$ cat config.mk
export PLATFORM = sky130hd
export DESIGN_NAME = arr_readout
export DESIGN_NICKNAME = d
export VERILOG_FILES = /design/src/hdl/arr_pkg.sv /design/src/hdl/arr_unlock.sv /design/src/hdl/arr_readout.sv
export VERILOG_INCLUDE_DIRS = /design/src /design/src/hdl
export SDC_FILE = /design/constraint.sdc
export NUM_CORES = 1
export LEC_CHECK = 0
export BUFFER_PORTS_ARGS = -buffer_cell sky130_fd_sc_hd__buf_2
export CORE_MARGIN = 1.5
export CORE_UTILIZATION = 30
export CTS_BUF_LIST = sky130_fd_sc_hd__clkbuf_2
export CTS_CLUSTER_DIAMETER = 60
export DETAILED_ROUTE_END_ITERATION = 7
export PLACE_DENSITY = 0.41
export SYNTH_ARGS = -nofsm -noshare
export SYNTH_HDL_FRONTEND = slang
export SYNTH_SLANG_ARGS = --single-unit
$ cat constraint.sdc
create_clock -name clk -period 3.4 [get_ports clk]
set_input_delay 0.68 -clock clk [delete_from_list [all_inputs] [get_ports clk]]
set_output_delay 0.68 -clock clk [all_outputs]
set_load 0.01 [all_outputs]
$ cat src/hdl/arr_regs.svh
// Register offsets, key values and constants of the live readout block
`ifndef ARR_REGS_SVH
`define ARR_REGS_SVH

// ==========================================================
// Serial link
`define ARR_DEV_ADDR        7'h2A
`define ARR_BITS_PER_BYTE   4'h8
`define ARR_BIT_ZERO        4'h0
`define ARR_BIT_ONE         4'h1
`define ARR_PTR_STEP        8'h01

// ==========================================================
// Register offsets
`define ARR_OFS_CUR_LOW     8'h19
`define ARR_OFS_CUR_HIGH    8'h1A
`define ARR_OFS_VOLT_LOW    8'h1B
`define ARR_OFS_VOLT_HIGH   8'h1C
`define ARR_OFS_KEY_FIRST   8'h30
`define ARR_OFS_KEY_SECOND  8'h31
`define ARR_OFS_KEY_THIRD   8'h32

// ==========================================================
// Key values
`define ARR_KEY_FIRST       8'h62
`define ARR_KEY_SECOND      8'h86
`define ARR_KEY_EXIT        8'hFF
`define ARR_KEY_THIRD       8'h43

// ==========================================================
// Reset values
`define ARR_RST_BYTE        8'h00
`define ARR_RST_HIGH        3'h0
`define ARR_RST_RSVD        5'h00

`endif

$ cat src/hdl/arr_pkg.sv
// Types shared by the live readout block
package arr_pkg;

    // ==========================================================
    // Serial engine states, Gray along the usual path
    typedef enum logic [3:0] {
        ST_IDLE      = 4'h0,
        ST_ADDR      = 4'h1,
        ST_ADDR_ACK  = 4'h3,
        ST_PTR       = 4'h2,
        ST_PTR_ACK   = 4'h6,
        ST_WDATA     = 4'h7,
        ST_WDATA_ACK = 4'h5,
        ST_RDATA     = 4'h4,
        ST_RDATA_ACK = 4'hC
    } arr_state_t;

    // ==========================================================
    // Carriers
    typedef struct packed {
        logic [10:0] current;
        logic [10:0] voltage;
    } arr_sample_t;

    typedef struct packed {
        logic       en;
        logic [7:0] addr;
        logic [7:0] data;
    } arr_wr_t;

    typedef struct packed {
        logic [7:0] first;
        logic [7:0] second;
        logic [7:0] third;
    } arr_key_t;

    // ==========================================================
    // Module state
    typedef struct packed {
        arr_key_t keys;
        logic     firstOk;
        logic     testMode;
        logic     cfgUnlock;
    } arr_lock_t;

    typedef struct packed {
        arr_state_t st;
        logic [3:0] bitCnt;
        logic [7:0] shift;
        logic       devRead;
        logic       hostAck;
        logic [7:0] ptr;
        logic       sclPrev;
        logic       sdaPrev;
        logic       sdaOe;
        logic       sdaOut;
        logic [7:0] curLow;
        logic [2:0] curHigh;
        logic [4:0] curRsvd;
        logic [7:0] voltLow;
        logic [2:0] voltHigh;
        logic [4:0] voltRsvd;
    } arr_core_t;

endpackage : arr_pkg

$ cat src/hdl/arr_unlock.sv
// Three-key unlock sequencer and key register storage
`timescale 1ns/1ps
`include "arr_regs.svh"

module arr_unlock (
    input  wire logic              clk,       // System clock
    input  wire logic              rst_n,     // Synchronous reset
    input  wire arr_pkg::arr_wr_t  wr,        // Register write strobe
    output arr_pkg::arr_key_t      keys,      // Stored key bytes
    output logic                   testMode,  // Test mode active
    output logic                   cfgUnlock  // Config bits 2:1 writable
);

    arr_pkg::arr_lock_t s;
    arr_pkg::arr_lock_t next_s;

    always_comb begin
        next_s = s;
        if (wr.en) begin
            case (wr.addr)
                `ARR_OFS_KEY_FIRST: begin
                    next_s.keys.first = wr.data;
                    if (wr.data == `ARR_KEY_EXIT) begin
                        next_s.testMode  = 1'b0;
                        next_s.firstOk   = 1'b0;
                        next_s.cfgUnlock = 1'b0;
                    end else if (wr.data == `ARR_KEY_FIRST) begin
                        next_s.firstOk = 1'b1;
                    end else begin
                        next_s.testMode = 1'b0;
                        next_s.firstOk  = 1'b0;
                    end
                end
                `ARR_OFS_KEY_SECOND: begin
                    next_s.keys.second = wr.data;
                    // Out-of-order second key counts as invalid
                    next_s.testMode = s.firstOk && (wr.data == `ARR_KEY_SECOND);
                    next_s.firstOk  = 1'b0;
                end
                `ARR_OFS_KEY_THIRD: begin
                    next_s.keys.third = wr.data;
                    next_s.cfgUnlock  = (wr.data == `ARR_KEY_THIRD);
                end
                default: begin
                    next_s.firstOk = s.firstOk;
                end
            endcase
        end
    end

    always_ff @(posedge clk) begin
        if (!rst_n) begin
            s.keys.first  <= `ARR_RST_BYTE;
            s.keys.second <= `ARR_RST_BYTE;
            s.keys.third  <= `ARR_RST_BYTE;
            s.firstOk     <= 1'b0;
            s.testMode    <= 1'b0;
            s.cfgUnlock   <= 1'b0;
        end else begin
            s <= next_s;
        end
    end

    assign keys      = s.keys;
    assign testMode  = s.testMode;
    assign cfgUnlock = s.cfgUnlock;

endmodule : arr_unlock

$ cat src/hdl/arr_readout.sv
// Live converter readout registers and unlock keys behind a two-wire serial slave
// Operation
// - Current upper three bits at 0x1A, clear-on-read
// - Voltage low byte at 0x1B, clear-on-read
// - Voltage upper three bits at 0x1C, clear-on-read
// - Writing 62h to 0x30 arms sequence
// - 86h to 0x31 after first enters
// - Wrong key on either register leaves test
// - FFh to 0x30 leaves all test modes
// - 43h to 0x32 unlocks config bits 2:1
// - Current low byte at 0x19, clear-on-read
`timescale 1ns/1ps
`include "arr_regs.svh"

module arr_readout (
    input  wire logic                 clk,          // System clock, 100 MHz
    input  wire logic                 rst_n,        // Synchronous reset
    input  wire logic                 scl,          // Serial clock from host
    input  wire logic                 sdaIn,        // Serial data level
    output logic                      sdaOut,       // Serial data drive level
    output logic                      sdaOe,        // Serial data drive enable
    input  wire arr_pkg::arr_sample_t sample,       // New converter results
    input  wire logic                 sampleValid,  // Results valid pulse
    output logic                      testMode,     // Test mode active
    output logic                      cfgWritable   // Config bits 2:1 writable
);

    arr_pkg::arr_core_t s;
    arr_pkg::arr_core_t next_s;
    arr_pkg::arr_wr_t   wr;
    arr_pkg::arr_key_t  keys;
    logic               sclRise;
    logic               sclFall;
    logic               startCond;
    logic               stopCond;
    logic               rxState;
    logic               byteDone;
    logic               rdFetch;
    logic [7:0]         rdAddr;
    logic [7:0]         rdData;

    // ==========================================================
    // Register read decode
    function automatic logic [7:0] readReg(input arr_pkg::arr_core_t c,
                                           input arr_pkg::arr_key_t  k,
                                           input logic [7:0]         a);
        case (a)
            `ARR_OFS_CUR_LOW:    readReg = c.curLow;
            `ARR_OFS_CUR_HIGH:   readReg = {c.curRsvd, c.curHigh};
            `ARR_OFS_VOLT_LOW:   readReg = c.voltLow;
            `ARR_OFS_VOLT_HIGH:  readReg = {c.voltRsvd, c.voltHigh};
            `ARR_OFS_KEY_FIRST:  readReg = k.first;
            `ARR_OFS_KEY_SECOND: readReg = k.second;
            `ARR_OFS_KEY_THIRD:  readReg = k.third;
            default:             readReg = `ARR_RST_BYTE;
        endcase
    endfunction : readReg

    // ==========================================================
    // Serial engine and register bank
    always_comb begin
        next_s         = s;
        wr             = '0;
        rdFetch        = 1'b0;
        rdAddr         = s.ptr;
        rdData         = readReg(s, keys, s.ptr);
        next_s.sclPrev = scl;
        next_s.sdaPrev = sdaIn;
        sclRise   = scl & ~s.sclPrev;
        sclFall   = ~scl & s.sclPrev;
        startCond = scl & s.sclPrev & s.sdaPrev & ~sdaIn;
        stopCond  = scl & s.sclPrev & ~s.sdaPrev & sdaIn;
        rxState   = (s.st == arr_pkg::ST_ADDR) || (s.st == arr_pkg::ST_PTR) ||
                    (s.st == arr_pkg::ST_WDATA);
        byteDone  = sclFall && (s.bitCnt == `ARR_BITS_PER_BYTE);

        if (rxState && sclRise && (s.bitCnt != `ARR_BITS_PER_BYTE)) begin
            next_s.shift  = {s.shift[6:0], sdaIn};
            next_s.bitCnt = s.bitCnt + `ARR_BIT_ONE;
        end

        if (startCond) begin
            next_s.st     = arr_pkg::ST_ADDR;
            next_s.bitCnt = `ARR_BIT_ZERO;
            next_s.sdaOe  = 1'b0;
        end else if (stopCond) begin
            next_s.st    = arr_pkg::ST_IDLE;
            next_s.sdaOe = 1'b0;
        end else begin
            case (s.st)
                arr_pkg::ST_ADDR: begin
                    if (byteDone) begin
                        next_s.bitCnt = `ARR_BIT_ZERO;
                        // Foreign address: stay off the bus until next start
                        if (s.shift[7:1] == `ARR_DEV_ADDR) begin
                            next_s.st      = arr_pkg::ST_ADDR_ACK;
                            next_s.sdaOe   = 1'b1;
                            next_s.devRead = s.shift[0];
                        end else begin
                            next_s.st = arr_pkg::ST_IDLE;
                        end
                    end
                end
                arr_pkg::ST_ADDR_ACK: begin
                    if (sclFall) begin
                        if (s.devRead) begin
                            rdFetch       = 1'b1;
                            next_s.shift  = rdData;
                            next_s.sdaOe  = ~rdData[7];
                            next_s.bitCnt = `ARR_BIT_ONE;
                            next_s.ptr    = s.ptr + `ARR_PTR_STEP;
                            next_s.st     = arr_pkg::ST_RDATA;
                        end else begin
                            next_s.sdaOe = 1'b0;
                            next_s.st    = arr_pkg::ST_PTR;
                        end
                    end
                end
                arr_pkg::ST_PTR: begin
                    if (byteDone) begin
                        next_s.bitCnt = `ARR_BIT_ZERO;
                        next_s.ptr    = s.shift;
                        next_s.sdaOe  = 1'b1;
                        next_s.st     = arr_pkg::ST_PTR_ACK;
                    end
                end
                arr_pkg::ST_WDATA: begin
                    if (byteDone) begin
                        next_s.bitCnt = `ARR_BIT_ZERO;
                        wr.en         = 1'b1;
                        wr.addr       = s.ptr;
                        wr.data       = s.shift;
                        next_s.ptr    = s.ptr + `ARR_PTR_STEP;
                        next_s.sdaOe  = 1'b1;
                        next_s.st     = arr_pkg::ST_WDATA_ACK;
                    end
                end
                arr_pkg::ST_PTR_ACK, arr_pkg::ST_WDATA_ACK: begin
                    if (sclFall) begin
                        next_s.sdaOe = 1'b0;
                        next_s.st    = arr_pkg::ST_WDATA;
                    end
                end
                arr_pkg::ST_RDATA: begin
                    if (sclFall) begin
                        if (s.bitCnt == `ARR_BITS_PER_BYTE) begin
                            next_s.sdaOe  = 1'b0;
                            next_s.bitCnt = `ARR_BIT_ZERO;
                            next_s.st     = arr_pkg::ST_RDATA_ACK;
                        end else begin
                            next_s.sdaOe  = ~s.shift[6];
                            next_s.shift  = {s.shift[6:0], 1'b0};
                            next_s.bitCnt = s.bitCnt + `ARR_BIT_ONE;
                        end
                    end
                end
                arr_pkg::ST_RDATA_ACK: begin
                    if (sclRise) begin
                        next_s.hostAck = ~sdaIn;
                    end
                    if (sclFall) begin
                        if (s.hostAck) begin
                            rdFetch       = 1'b1;
                            next_s.shift  = rdData;
                            next_s.sdaOe  = ~rdData[7];
                            next_s.bitCnt = `ARR_BIT_ONE;
                            next_s.ptr    = s.ptr + `ARR_PTR_STEP;
                            next_s.st     = arr_pkg::ST_RDATA;
                        end else begin
                            next_s.st = arr_pkg::ST_IDLE;
                        end
                    end
                end
                arr_pkg::ST_IDLE: begin
                    next_s.sdaOe = 1'b0;
                end
                default: begin
                    next_s.st    = arr_pkg::ST_IDLE;
                    next_s.sdaOe = 1'b0;
                end
            endcase
        end

        // Reserved upper bits are plain storage
        if (wr.en && (wr.addr == `ARR_OFS_CUR_HIGH)) begin
            next_s.curRsvd = wr.data[7:3];
        end
        if (wr.en && (wr.addr == `ARR_OFS_VOLT_HIGH)) begin
            next_s.voltRsvd = wr.data[7:3];
        end

        // Clear only the field that was shifted out
        if (rdFetch) begin
            case (rdAddr)
                `ARR_OFS_CUR_LOW:   next_s.curLow   = `ARR_RST_BYTE;
                `ARR_OFS_CUR_HIGH:  next_s.curHigh  = `ARR_RST_HIGH;
                `ARR_OFS_VOLT_LOW:  next_s.voltLow  = `ARR_RST_BYTE;
                `ARR_OFS_VOLT_HIGH: next_s.voltHigh = `ARR_RST_HIGH;
                default:            next_s.curLow   = next_s.curLow;
            endcase
        end

        // A fresh result beats a clear in the same cycle so no sample is lost
        if (sampleValid) begin
            next_s.curLow   = sample.current[7:0];
            next_s.curHigh  = sample.current[10:8];
            next_s.voltLow  = sample.voltage[7:0];
            next_s.voltHigh = sample.voltage[10:8];
        end
    end

    always_ff @(posedge clk) begin
        if (!rst_n) begin
            s.st       <= arr_pkg::ST_IDLE;
            s.bitCnt   <= `ARR_BIT_ZERO;
            s.shift    <= `ARR_RST_BYTE;
            s.devRead  <= 1'b0;
            s.hostAck  <= 1'b0;
            s.ptr      <= `ARR_RST_BYTE;
            s.sclPrev  <= 1'b1;
            s.sdaPrev  <= 1'b1;
            s.sdaOe    <= 1'b0;
            s.sdaOut   <= 1'b0;
            s.curLow   <= `ARR_RST_BYTE;
            s.curHigh  <= `ARR_RST_HIGH;
            s.curRsvd  <= `ARR_RST_RSVD;
            s.voltLow  <= `ARR_RST_BYTE;
            s.voltHigh <= `ARR_RST_HIGH;
            s.voltRsvd <= `ARR_RST_RSVD;
        end else begin
            s <= next_s;
        end
    end

    // ==========================================================
    // Key sequencer
    arr_unlock arr_unlock_i (
        .clk       (clk),
        .rst_n     (rst_n),
        .wr        (wr),
        .keys      (keys),
        .testMode  (testMode),
        .cfgUnlock (cfgWritable)
    );

    // Open drain: level is always low, only the enable moves
    assign sdaOut = s.sdaOut;
    assign sdaOe  = s.sdaOe;

endmodule : arr_readout

; Yosys cells after proc, flatten, opt, wreduce, memory -nomap -nowiden
; Cells that the tools add are included.
[word_totals]
regBits = 88
inputBits = 27
output_inout_bits = 4
[classes]
n_addsub = 2
n_eq_ne = 50
muxes = 73
n_bitwise = 17
reduce_logical = 37
[op_table]
columns = op, count
row1 = 2-to-1 mux 8 bit, 12
row2 = 2-to-1 mux 17 bit, 4
row3 = case mux 8 bit (7 select lines), 1
row4 = equality test 8 x 5 -> 1 bit (second input constant), 6
row5 = equality test 8 x 6 -> 1 bit (second input constant), 6
row6 = 2-to-1 mux 16 bit, 3
row7 = 2-to-1 mux 11 bit, 4
row8 = 2-to-1 mux 12 bit, 3
row9 = inequality test 4 bit (second input constant), 9
row10 = case mux 4 bit (8 select lines), 1
row11 = case mux 8 bit (4 select lines), 1
row12 = AND reduction 9 bit, 3
row13 = 2-to-1 mux 1 bit, 25
row14 = case mux 4 bit (6 select lines), 1
row15 = case mux 8 bit (3 select lines), 1
row16 = 2-to-1 mux 22 bit, 1
row17 = inequality test 2 bit (second input constant), 10
row18 = 2-to-1 mux 18 bit, 1
row19 = equality test 4 x 3 -> 1 bit (second input constant), 4
row20 = equality test 8 x 7 -> 1 bit (second input constant), 2
row21 = equality test 8 bit (second input constant), 2
row22 = AND reduction 2 bit, 8
row23 = nonzero test 2 bit, 7
row24 = 2-to-1 mux 3 bit, 4
row25 = 26 further kinds, 60

; Depth between registers and ports, before layout
; Gate-level depths: netlist (run 1).
[depth]
word_depth = 11
mapped_depth = 10
depth_no_buf = 8

; Modules after synthesis
; From an unflattened synthesis (run 1), not the netlist that was laid out.
[unflattened]
hier_cells = 653
area_unflattened_um2 = 5577.8
[modules_own_cells]
columns = mod, n_inst, cells_each, area_each_um2, seq_area_each_um2
row1 = arr_readout, 1, 500, 4232.8, 1221.2
row2 = arr_unlock, 1, 153, 1345.0, 540.5

; Worst setup path after synthesis (run 1)
; Ideal clock, no wire load.
[synth_timing]
path_kind = register to register
start = register s, in the netlist rdAddr[1]
end = register s[48] in the netlist's numbering
t_arrival_ns = 2.246
slack_ns = 1.032
stages_incl_launch_ff = 11
path_buffers = 3
period_less_slack_ns = 2.368
cell_sequence = dfxtp_1 > clkbuf_1 > inv_1 > ha_1 > clkbuf_1 > clkbuf_1 > a222oi_1 > o22ai_1 > a21oi_1 > nor2b_1 > a221o_1
[synth_between]
elab_chain_len = 7
word_cells_on_any_way = 15
[synth_lines]
columns = element, line_no
row1 = start: declaration, arr_readout.sv:28  ; arr_pkg::arr_core_t s;
row2 = start signal: assignment, arr_readout.sv:231  ; s <= next_s;
row3 = equality test 8 x 6 -> 1 bit or equality test 8 x 5 -> 1 bit (tied branches), arr_readout.sv:47  ; case (a)
row4 = case mux 8 bit (7 select lines) *, arr_readout.sv:47
row5 = "2-to-1 mux 12 bit, on equally long branches", "arr_readout.sv:162, arr_readout.sv:106"
row6 = "2-to-1 mux 16 bit, on equally long branches", "arr_readout.sv:161, arr_readout.sv:105"
row7 = case mux 8 bit (3 select lines) *, arr_readout.sv:90  ; case (s.st)
row8 = 2-to-1 mux 22 bit *, arr_readout.sv:86  ; end else if (stopCond) begin
row9 = 2-to-1 mux 18 bit *, arr_readout.sv:82  ; if (startCond) begin
; Every way passes the cells marked *; elsewhere a longest branch is shown, timed or not. The select of a mux whose other input is x is not followed.
; A chain may end at the register's enable or synchronous reset.

; Worst setup path after layout (run 1)
[layout_timing]
start = register s[60] in the netlist's numbering
end = register s[31] in the netlist's numbering
[layout_between]
elab_chain_len = 6
word_cells_on_any_way = 7
[layout_lines]
columns = element, line_no
row1 = equality test 4 bit or equality test 4 x 2 -> 1 bit (tied branches), arr_readout.sv:90
row2 = case mux 1 bit (2 select lines) *, arr_readout.sv:90
row3 = 2-to-1 mux 1 bit *, arr_readout.sv:86
row4 = 2-to-1 mux 1 bit *, arr_readout.sv:82
row5 = nonzero test 2 bit (no source line) *, -
row6 = AND reduction 2 bit (no source line) *, -
; Every way passes the cells marked *; elsewhere a longest branch is shown, timed or not.

==> flow_metrics.py, run 1 <==
metrics = {
    "outcome": {
        "status": "finished clean",
    },
    "sta": {
        "finalSetupTns_ps": 0,
        "hold_violations": 0,
        "skew_ps": 31.6,
        "rsz0062_at_grt": "false",
        "layout_min_cycle_time_ps": 2680,
        "finalSetupViolCount": 0,
        "fmax_mhz": 373,
        "period_share": 0.788,
        "maxSlewViolCount": 0,
        "relSlewSlack": 0.424,
        "worst_pin_slew_ps": 855,
    },
    "global_routing": {
        "grt_pass1_wl_um": 25000,
        "grt_remaining_overflow": 0,
        "antenna_found_initial": 1,
        "grt_max_degree": 31,
        "grt_pass1_vias": 4291,
        "grt_usage": 0.199,
    },
    "clock_network": {
        "cts_hold_buf": 0,
        "cts_tree": "built",
        "cts_root_buffer": "clkbuf_2",
        "cts_num_sinks": 88,
        "post_cts_buffers": 0,
        "clockBufferDepth": 2,
        "insertion_delay_ps": 620,
        "numCtsBuffers": 9,
        "path_clk_slew_ps": 280,
        "htree_levels": 3,
        "cts_resized": 0,
    },
    "layout": {
        "area_delta_synth_final_pct": 9.57,
        "layout_commonest_cell": "dfxtp_1",
        "drive_gt1_frac": 0.130,
        "nets": 630,
        "layout_common_cells": "dfxtp_1, nand2_1, a21oi_1",
    },
    "critical_path": {
        "critPathArrivalTime_ps": 3200,
        "path_max_fanout": 18,
        "end_kind": "flip-flop",
        "cp-start-kind": "flip-flop",
        "worstPathRequired_ps": 3910,
        "path_class": "flip-flop to flip-flop",
    },
    "routing": {
        "ant_nets": 0,
        "vias_per_cell": 5.64,
        "drc": 0,
        "routedWlPerCell_um": 19.4,
        "drt_iter0_markers": 504,
        "dr.pass1.iters": 8,
        "via_count": 4587,
        "wl_um": 15800,
    },
    "placement": {
        "dp_hpwl_um": 11100,
        "portBuffers": 29,
        "gp_congestion": 0.877,
    },
    "synthesis": {
        "yosys-mux-area-fraction": 0.0298,
        "synth_nets": 621,
        "synth_cell_types": 71,
        "synth_top_cell_by_area": "dfxtp_1",
        "yosysWarnings": 0,
        "syn_area_um2": 4750,
        "synth_edf_count": 0,
        "synth_area_leaders": "dfxtp_1, nand2_1, a21oi_1",
        "synthCells": 588,
        "synthSimpleGateAreaFrac": 0.263,
        "synthFlopType": "dfxtp_1",
        "yosysTopAreaCellShare": 0.371,
        "yosys_register_bits": 88,
        "synth_xor_area_frac": 0.00369,
        "synth-seq-area-share": 0.371,
        "synth-async-reset-ratio": 0,
        "synth_fa_ha_area_frac": 0.0158,
        "synth_compound_area_frac": 0.262,
        "syn_avg_cell_area_um2": 8.08,
        "synth_top_family_by_area": "simple AND/OR/NAND/NOR gates",
    },
    "floorplan": {
        "dieArea_um2": 16600,
        "io_pins": 31,
        "coreArea_um2": 15300,
        "die-height_um": 129,
        "start_util": 0.310,
        "rows": 45,
        "dieWidth_um": 129,
    },
    "job": {
        "maxCapViolations": 0,
    },
    "power": {
        "p_leak_uw": 0.00172,
        "p_total_uw": 1770,
        "p_per_area_nw_per_um2": 341,
        "ir_drop_mv": 0.218,
    },
    "min_path": {
        "hold_class": "input port to flip-flop",
    },
}
## through the flow
step | setup slack [ps] | util | area, um^2 | std cells | hold WS, ps
final | 719 | 0.340 | 5200 | 814 | 287
after global routing | 526 | 0.340 | 5200 | 814 | 221
after CTS | 757 | 0.340 | 5200 | 813 | 245
after detailed placement | 809 | 0.332 | 5080 | 797 | 443
after global placement | 774 | 0.332 | 5080 | 797 | 440
after floorplan | 1030 | - | 4750 | 588 | 431
## synthesized netlist by cell type (6+ instances only)
| master | n |
|---|---|
| a211oi_1 | 7 |
| a21oi_1 | 55 |
| a221o_1 | 8 |
| a222oi_1 | 12 |
| a22oi_1 | 22 |
| a31oi_1 | 6 |
| buf_2 | 10 |
| clkbuf_1 | 33 |
| dfxtp_1 | 88 |
| ha_1 | 6 |
| inv_1 | 11 |
| mux2i_1 | 13 |
| nand2_1 | 81 |
| nand2b_1 | 10 |
| nand3_1 | 26 |
| nand3b_1 | 6 |
| nor2_1 | 53 |
| nor2b_1 | 14 |
| o21ai_0 | 25 |
| o22ai_1 | 10 |
## critical path: stages, from the launching register on
cell and delay [ps]:
dfxtp_1 790, nor4bb_1 440, nand2_1 130, a21oi_1 480, a31oi_1 400, a22oi_1 260, nor2_1 60
## cell families after synthesis
logic type	Yosys count
xor+xnor	2
simple gates	237
compound gates	180
buf+inv	60
flops	88
other cells	1
mux	14
fa+ha+maj	6
## state kept, by name (all words and copies together), names as in the netlist
| signal | flops |
|---|---|
| arr_unlock_i.s | 1 |
| arr_unlock_i.keys | 24 |
| arr_unlock_i.testMode | 1 |
| s | 52 |
| rdAddr | 8 |
| arr_unlock_i.cfgUnlock | 1 |
| sdaOe | 1 |
## where the power goes
part	switching, uW	internal, uW	total, uW
logic	71.1	40.5	112
registers	15.0	1050	1070
clock network	418	178	596
total	504	1270	1770
## routing by layer
layer  GRT usage  routed length, um
met5           0                  0
met4      0.0568                306
met3      0.0503                896
met1       0.274               7480
met2       0.307               7140
## final timing paths
| check | slack, ps | start | cells after the start | to |
|---|---|---|---|---|
| max reg2reg | 720 | s[60]$_SDFFE_PP0P_ | 6 | s[31]$_SDFFE_PN0P_ |
| max | 720 | s[60]$_SDFFE_PP0P_ | 6 | s[31]$_SDFFE_PN0P_ |
| min | 290 | sample[6] | 3 | s[14]$_SDFFE_PN0P_ |
| min reg2reg | 470 | arr_unlock_i.keys[7]$_SDFFE_PN0P_ | 2 | arr_unlock_i.keys[7]$_SDFFE_PN0P_ |
## cell type report
type | count | area (um^2)
Clock buffer | 9 | 45.0
Timing Repair Buffer | 47 | 280
Sequential cell | 88 | 1760
Clock inverter | 7 | 77.6
Multi-Input combinational cell | 440 | 2730
Tap cell | 211 | 264
Fill cell | 1675 | 10100
Antenna cell | 1 | 2.50
Inverter | 11 | 41.3
Power figures use the tool's default switching activity.
==> run 2: changes to the inputs <==
Clock period 3.4 ns to 2.7 ns, I/O delays scaled along.
==> run 2 against run 1 <==
Effect of this change: critical path depth grew 1; power rose by 18%; global-route usage fell by 0.64 points; fmax rose by 5.3%; first-iteration DRC count is 2.4% higher; design area grew 0.99%; sequential share of layout area down 0.28 points; largest power group unchanged; worst setup slack got worse by 560 ps; cell count increased by 1.1%.
==> flow_metrics.py, run 2 (same netlist as run 1, synthesis figures left out) <==
metrics = {
    "critical_path": {
        "crit_end": "s[10]$_SDFFE_PN0P_",
        "path_max_fanout": 10,
        "cp_top_family": "compound AO/OA/AOI/OAI gates",
        "startpoint": "s[61]$_SDFFE_PP0P_",
        "rr_worst_depth": 7,
        "r2r-start": "s[61]$_SDFFE_PP0P_",
        "critPathArrivalTime_ps": 3080,
        "cp-start-kind": "flip-flop",
        "critPathBufInv": 1,
        "regToRegSetupSlack_ps": 150,
        "slowest_stage": "dfxtp_1",
        "end_kind": "flip-flop",
        "cp_num_cells": 7,
        "path_cells": "nor4bb_1, nand2_1, a21oi_1, buf_4, a31oi_1, a22oi_1, nor2_1",
        "worstPathRequired_ps": 3230,
        "cpPeakStageDelay_ps": 600,
        "rr_endpoint": "s[10]$_SDFFE_PN0P_",
        "path_class": "flip-flop to flip-flop",
    },
    "sta": {
        "worst_pin_slew_ps": 867,
        "relSlewSlack": 0.422,
        "layout_min_cycle_time_ps": 2550,
        "maxSlewViolCount": 0,
        "period_share": 0.943,
        "finalSetupViolCount": 0,
        "rsz0062_at_grt": "false",
        "fmax_mhz": 393,
        "finalSetupTns_ps": 0,
        "hold_violations": 0,
        "holdWs_ps": 134,
        "skew_ps": 61.0,
    },
    "routing": {
        "drt_iter0_markers": 516,
        "wl_um": 15300,
        "vias_per_cell": 5.52,
        "routedWlPerCell_um": 18.6,
        "dr.pass1.iters": 5,
        "ant_nets": 0,
        "drc": 0,
        "via_count": 4543,
    },
    "floorplan": {
        "rows": 45,
        "dieArea_um2": 16600,
        "start_util": 0.310,
        "coreArea_um2": 15300,
        "die-height_um": 129,
        "io_pins": 31,
        "dieWidth_um": 129,
    },
    "layout": {
        "area_delta_synth_final_pct": 10.6,
        "largest_reg_flops": 52,
        "layout_common_cells": "dfxtp_1, nand2_1, a21oi_1",
        "antenna_cells": 0,
        "layout_commonest_cell": "dfxtp_1",
        "drive_gt1_frac": 0.145,
        "top_register": "s",
        "nets": 641,
    },
    "placement": {
        "gp_congestion": 0.861,
        "dp_hpwl_um": 10900,
        "portBuffers": 29,
    },
    "clock_network": {
        "insertion_delay_ps": 620,
        "cts_tree": "built",
        "post_cts_buffers": 0,
        "htree_levels": 3,
        "cts_resized": 0,
        "cts_num_sinks": 88,
        "clockBufferDepth": 2,
        "numCtsBuffers": 9,
        "cts_root_buffer": "clkbuf_2",
        "path_clk_slew_ps": 290,
        "cts_hold_buf": 0,
    },
    "global_routing": {
        "grt_usage": 0.192,
        "grt_max_degree": 38,
        "antenna_found_initial": 0,
        "grt_pass1_vias": 4250,
        "grt_pass1_wl_um": 24400,
        "grt_remaining_overflow": 0,
    },
    "min_path": {
        "hold_class": "input port to flip-flop",
    },
    "job": {
        "maxCapViolations": 0,
    },
    "power": {
        "ir_drop_mv": 0.163,
        "p_per_area_nw_per_um2": 400,
        "p_leak_uw": 0.00176,
    },
    "outcome": {
        "status": "finished clean",
    },
}
run 2: worst min-delay path by stage:
stage	from	to	slack, ps	cells past startpoint
5_1_grt	sample[5]	s[13]$_SDFFE_PN0P_	100	3
2_1_floorplan	arr_unlock_i.keys[0]$_SDFFE_PN0P_	arr_unlock_i.keys[0]$_SDFFE_PN0P_	430	2
4_1_cts	sample[5]	s[13]$_SDFFE_PN0P_	100	3
3_3_place_gp	arr_unlock_i.keys[6]$_SDFFE_PN0P_	arr_unlock_i.keys[6]$_SDFFE_PN0P_	440	2
3_5_place_dp	arr_unlock_i.keys[15]$_SDFFE_PN0P_	arr_unlock_i.keys[15]$_SDFFE_PN0P_	440	2
6_report	sample[5]	s[13]$_SDFFE_PN0P_	130	3
run 2: where the power goes:
group	total [uW]	switching, uW	internal (uW)
clock	625	503	122
combinational	136	85.2	51.2
sequential	1340	16.7	1320
run 2: tightest hold or removal path, delay by kind of cell:
family                 cells  cell delay, ps
AOI/OAI and AO/OA          1              70
buffers and inverters      1              70
and+or+nand+nor            1              70
run 2: final cells by class:
class                   instances  area, um^2
clock buffers                   9        45.0
multi-input cells             440        2730
fillers                      1662       10100
clock inverters                 6        46.3
repair buffers                 58         363
inverters                      11        41.3
well taps                     211         264
flip-flops and latches         88        1760
run 2: per-stage QoR:
step,instance area (um^2),utilization,std cells,setup slack [ps],total power [uW]
finish,5250,0.343,823,155,2100
global route,5250,0.343,823,7.05,2210
CTS,5250,0.343,823,164,2140
detailed placement,5160,0.337,808,182,1500
global placement,5160,0.337,808,182,1500
floorplan,4750,-,588,332,1450
run 2: per-layer routing:
| layer | global-route usage | vias up | part of all wire |
|---|---|---|---|
| met5 | 0 | - | 0 |
| met4 | 0.0443 | 0 | 0.012 |
| met3 | 0.0412 | 13 | 0.045 |
| met2 | 0.307 | 119 | 0.46 |
| met1 | 0.265 | 2211 | 0.48 |
| li1 | - | 2200 | - |
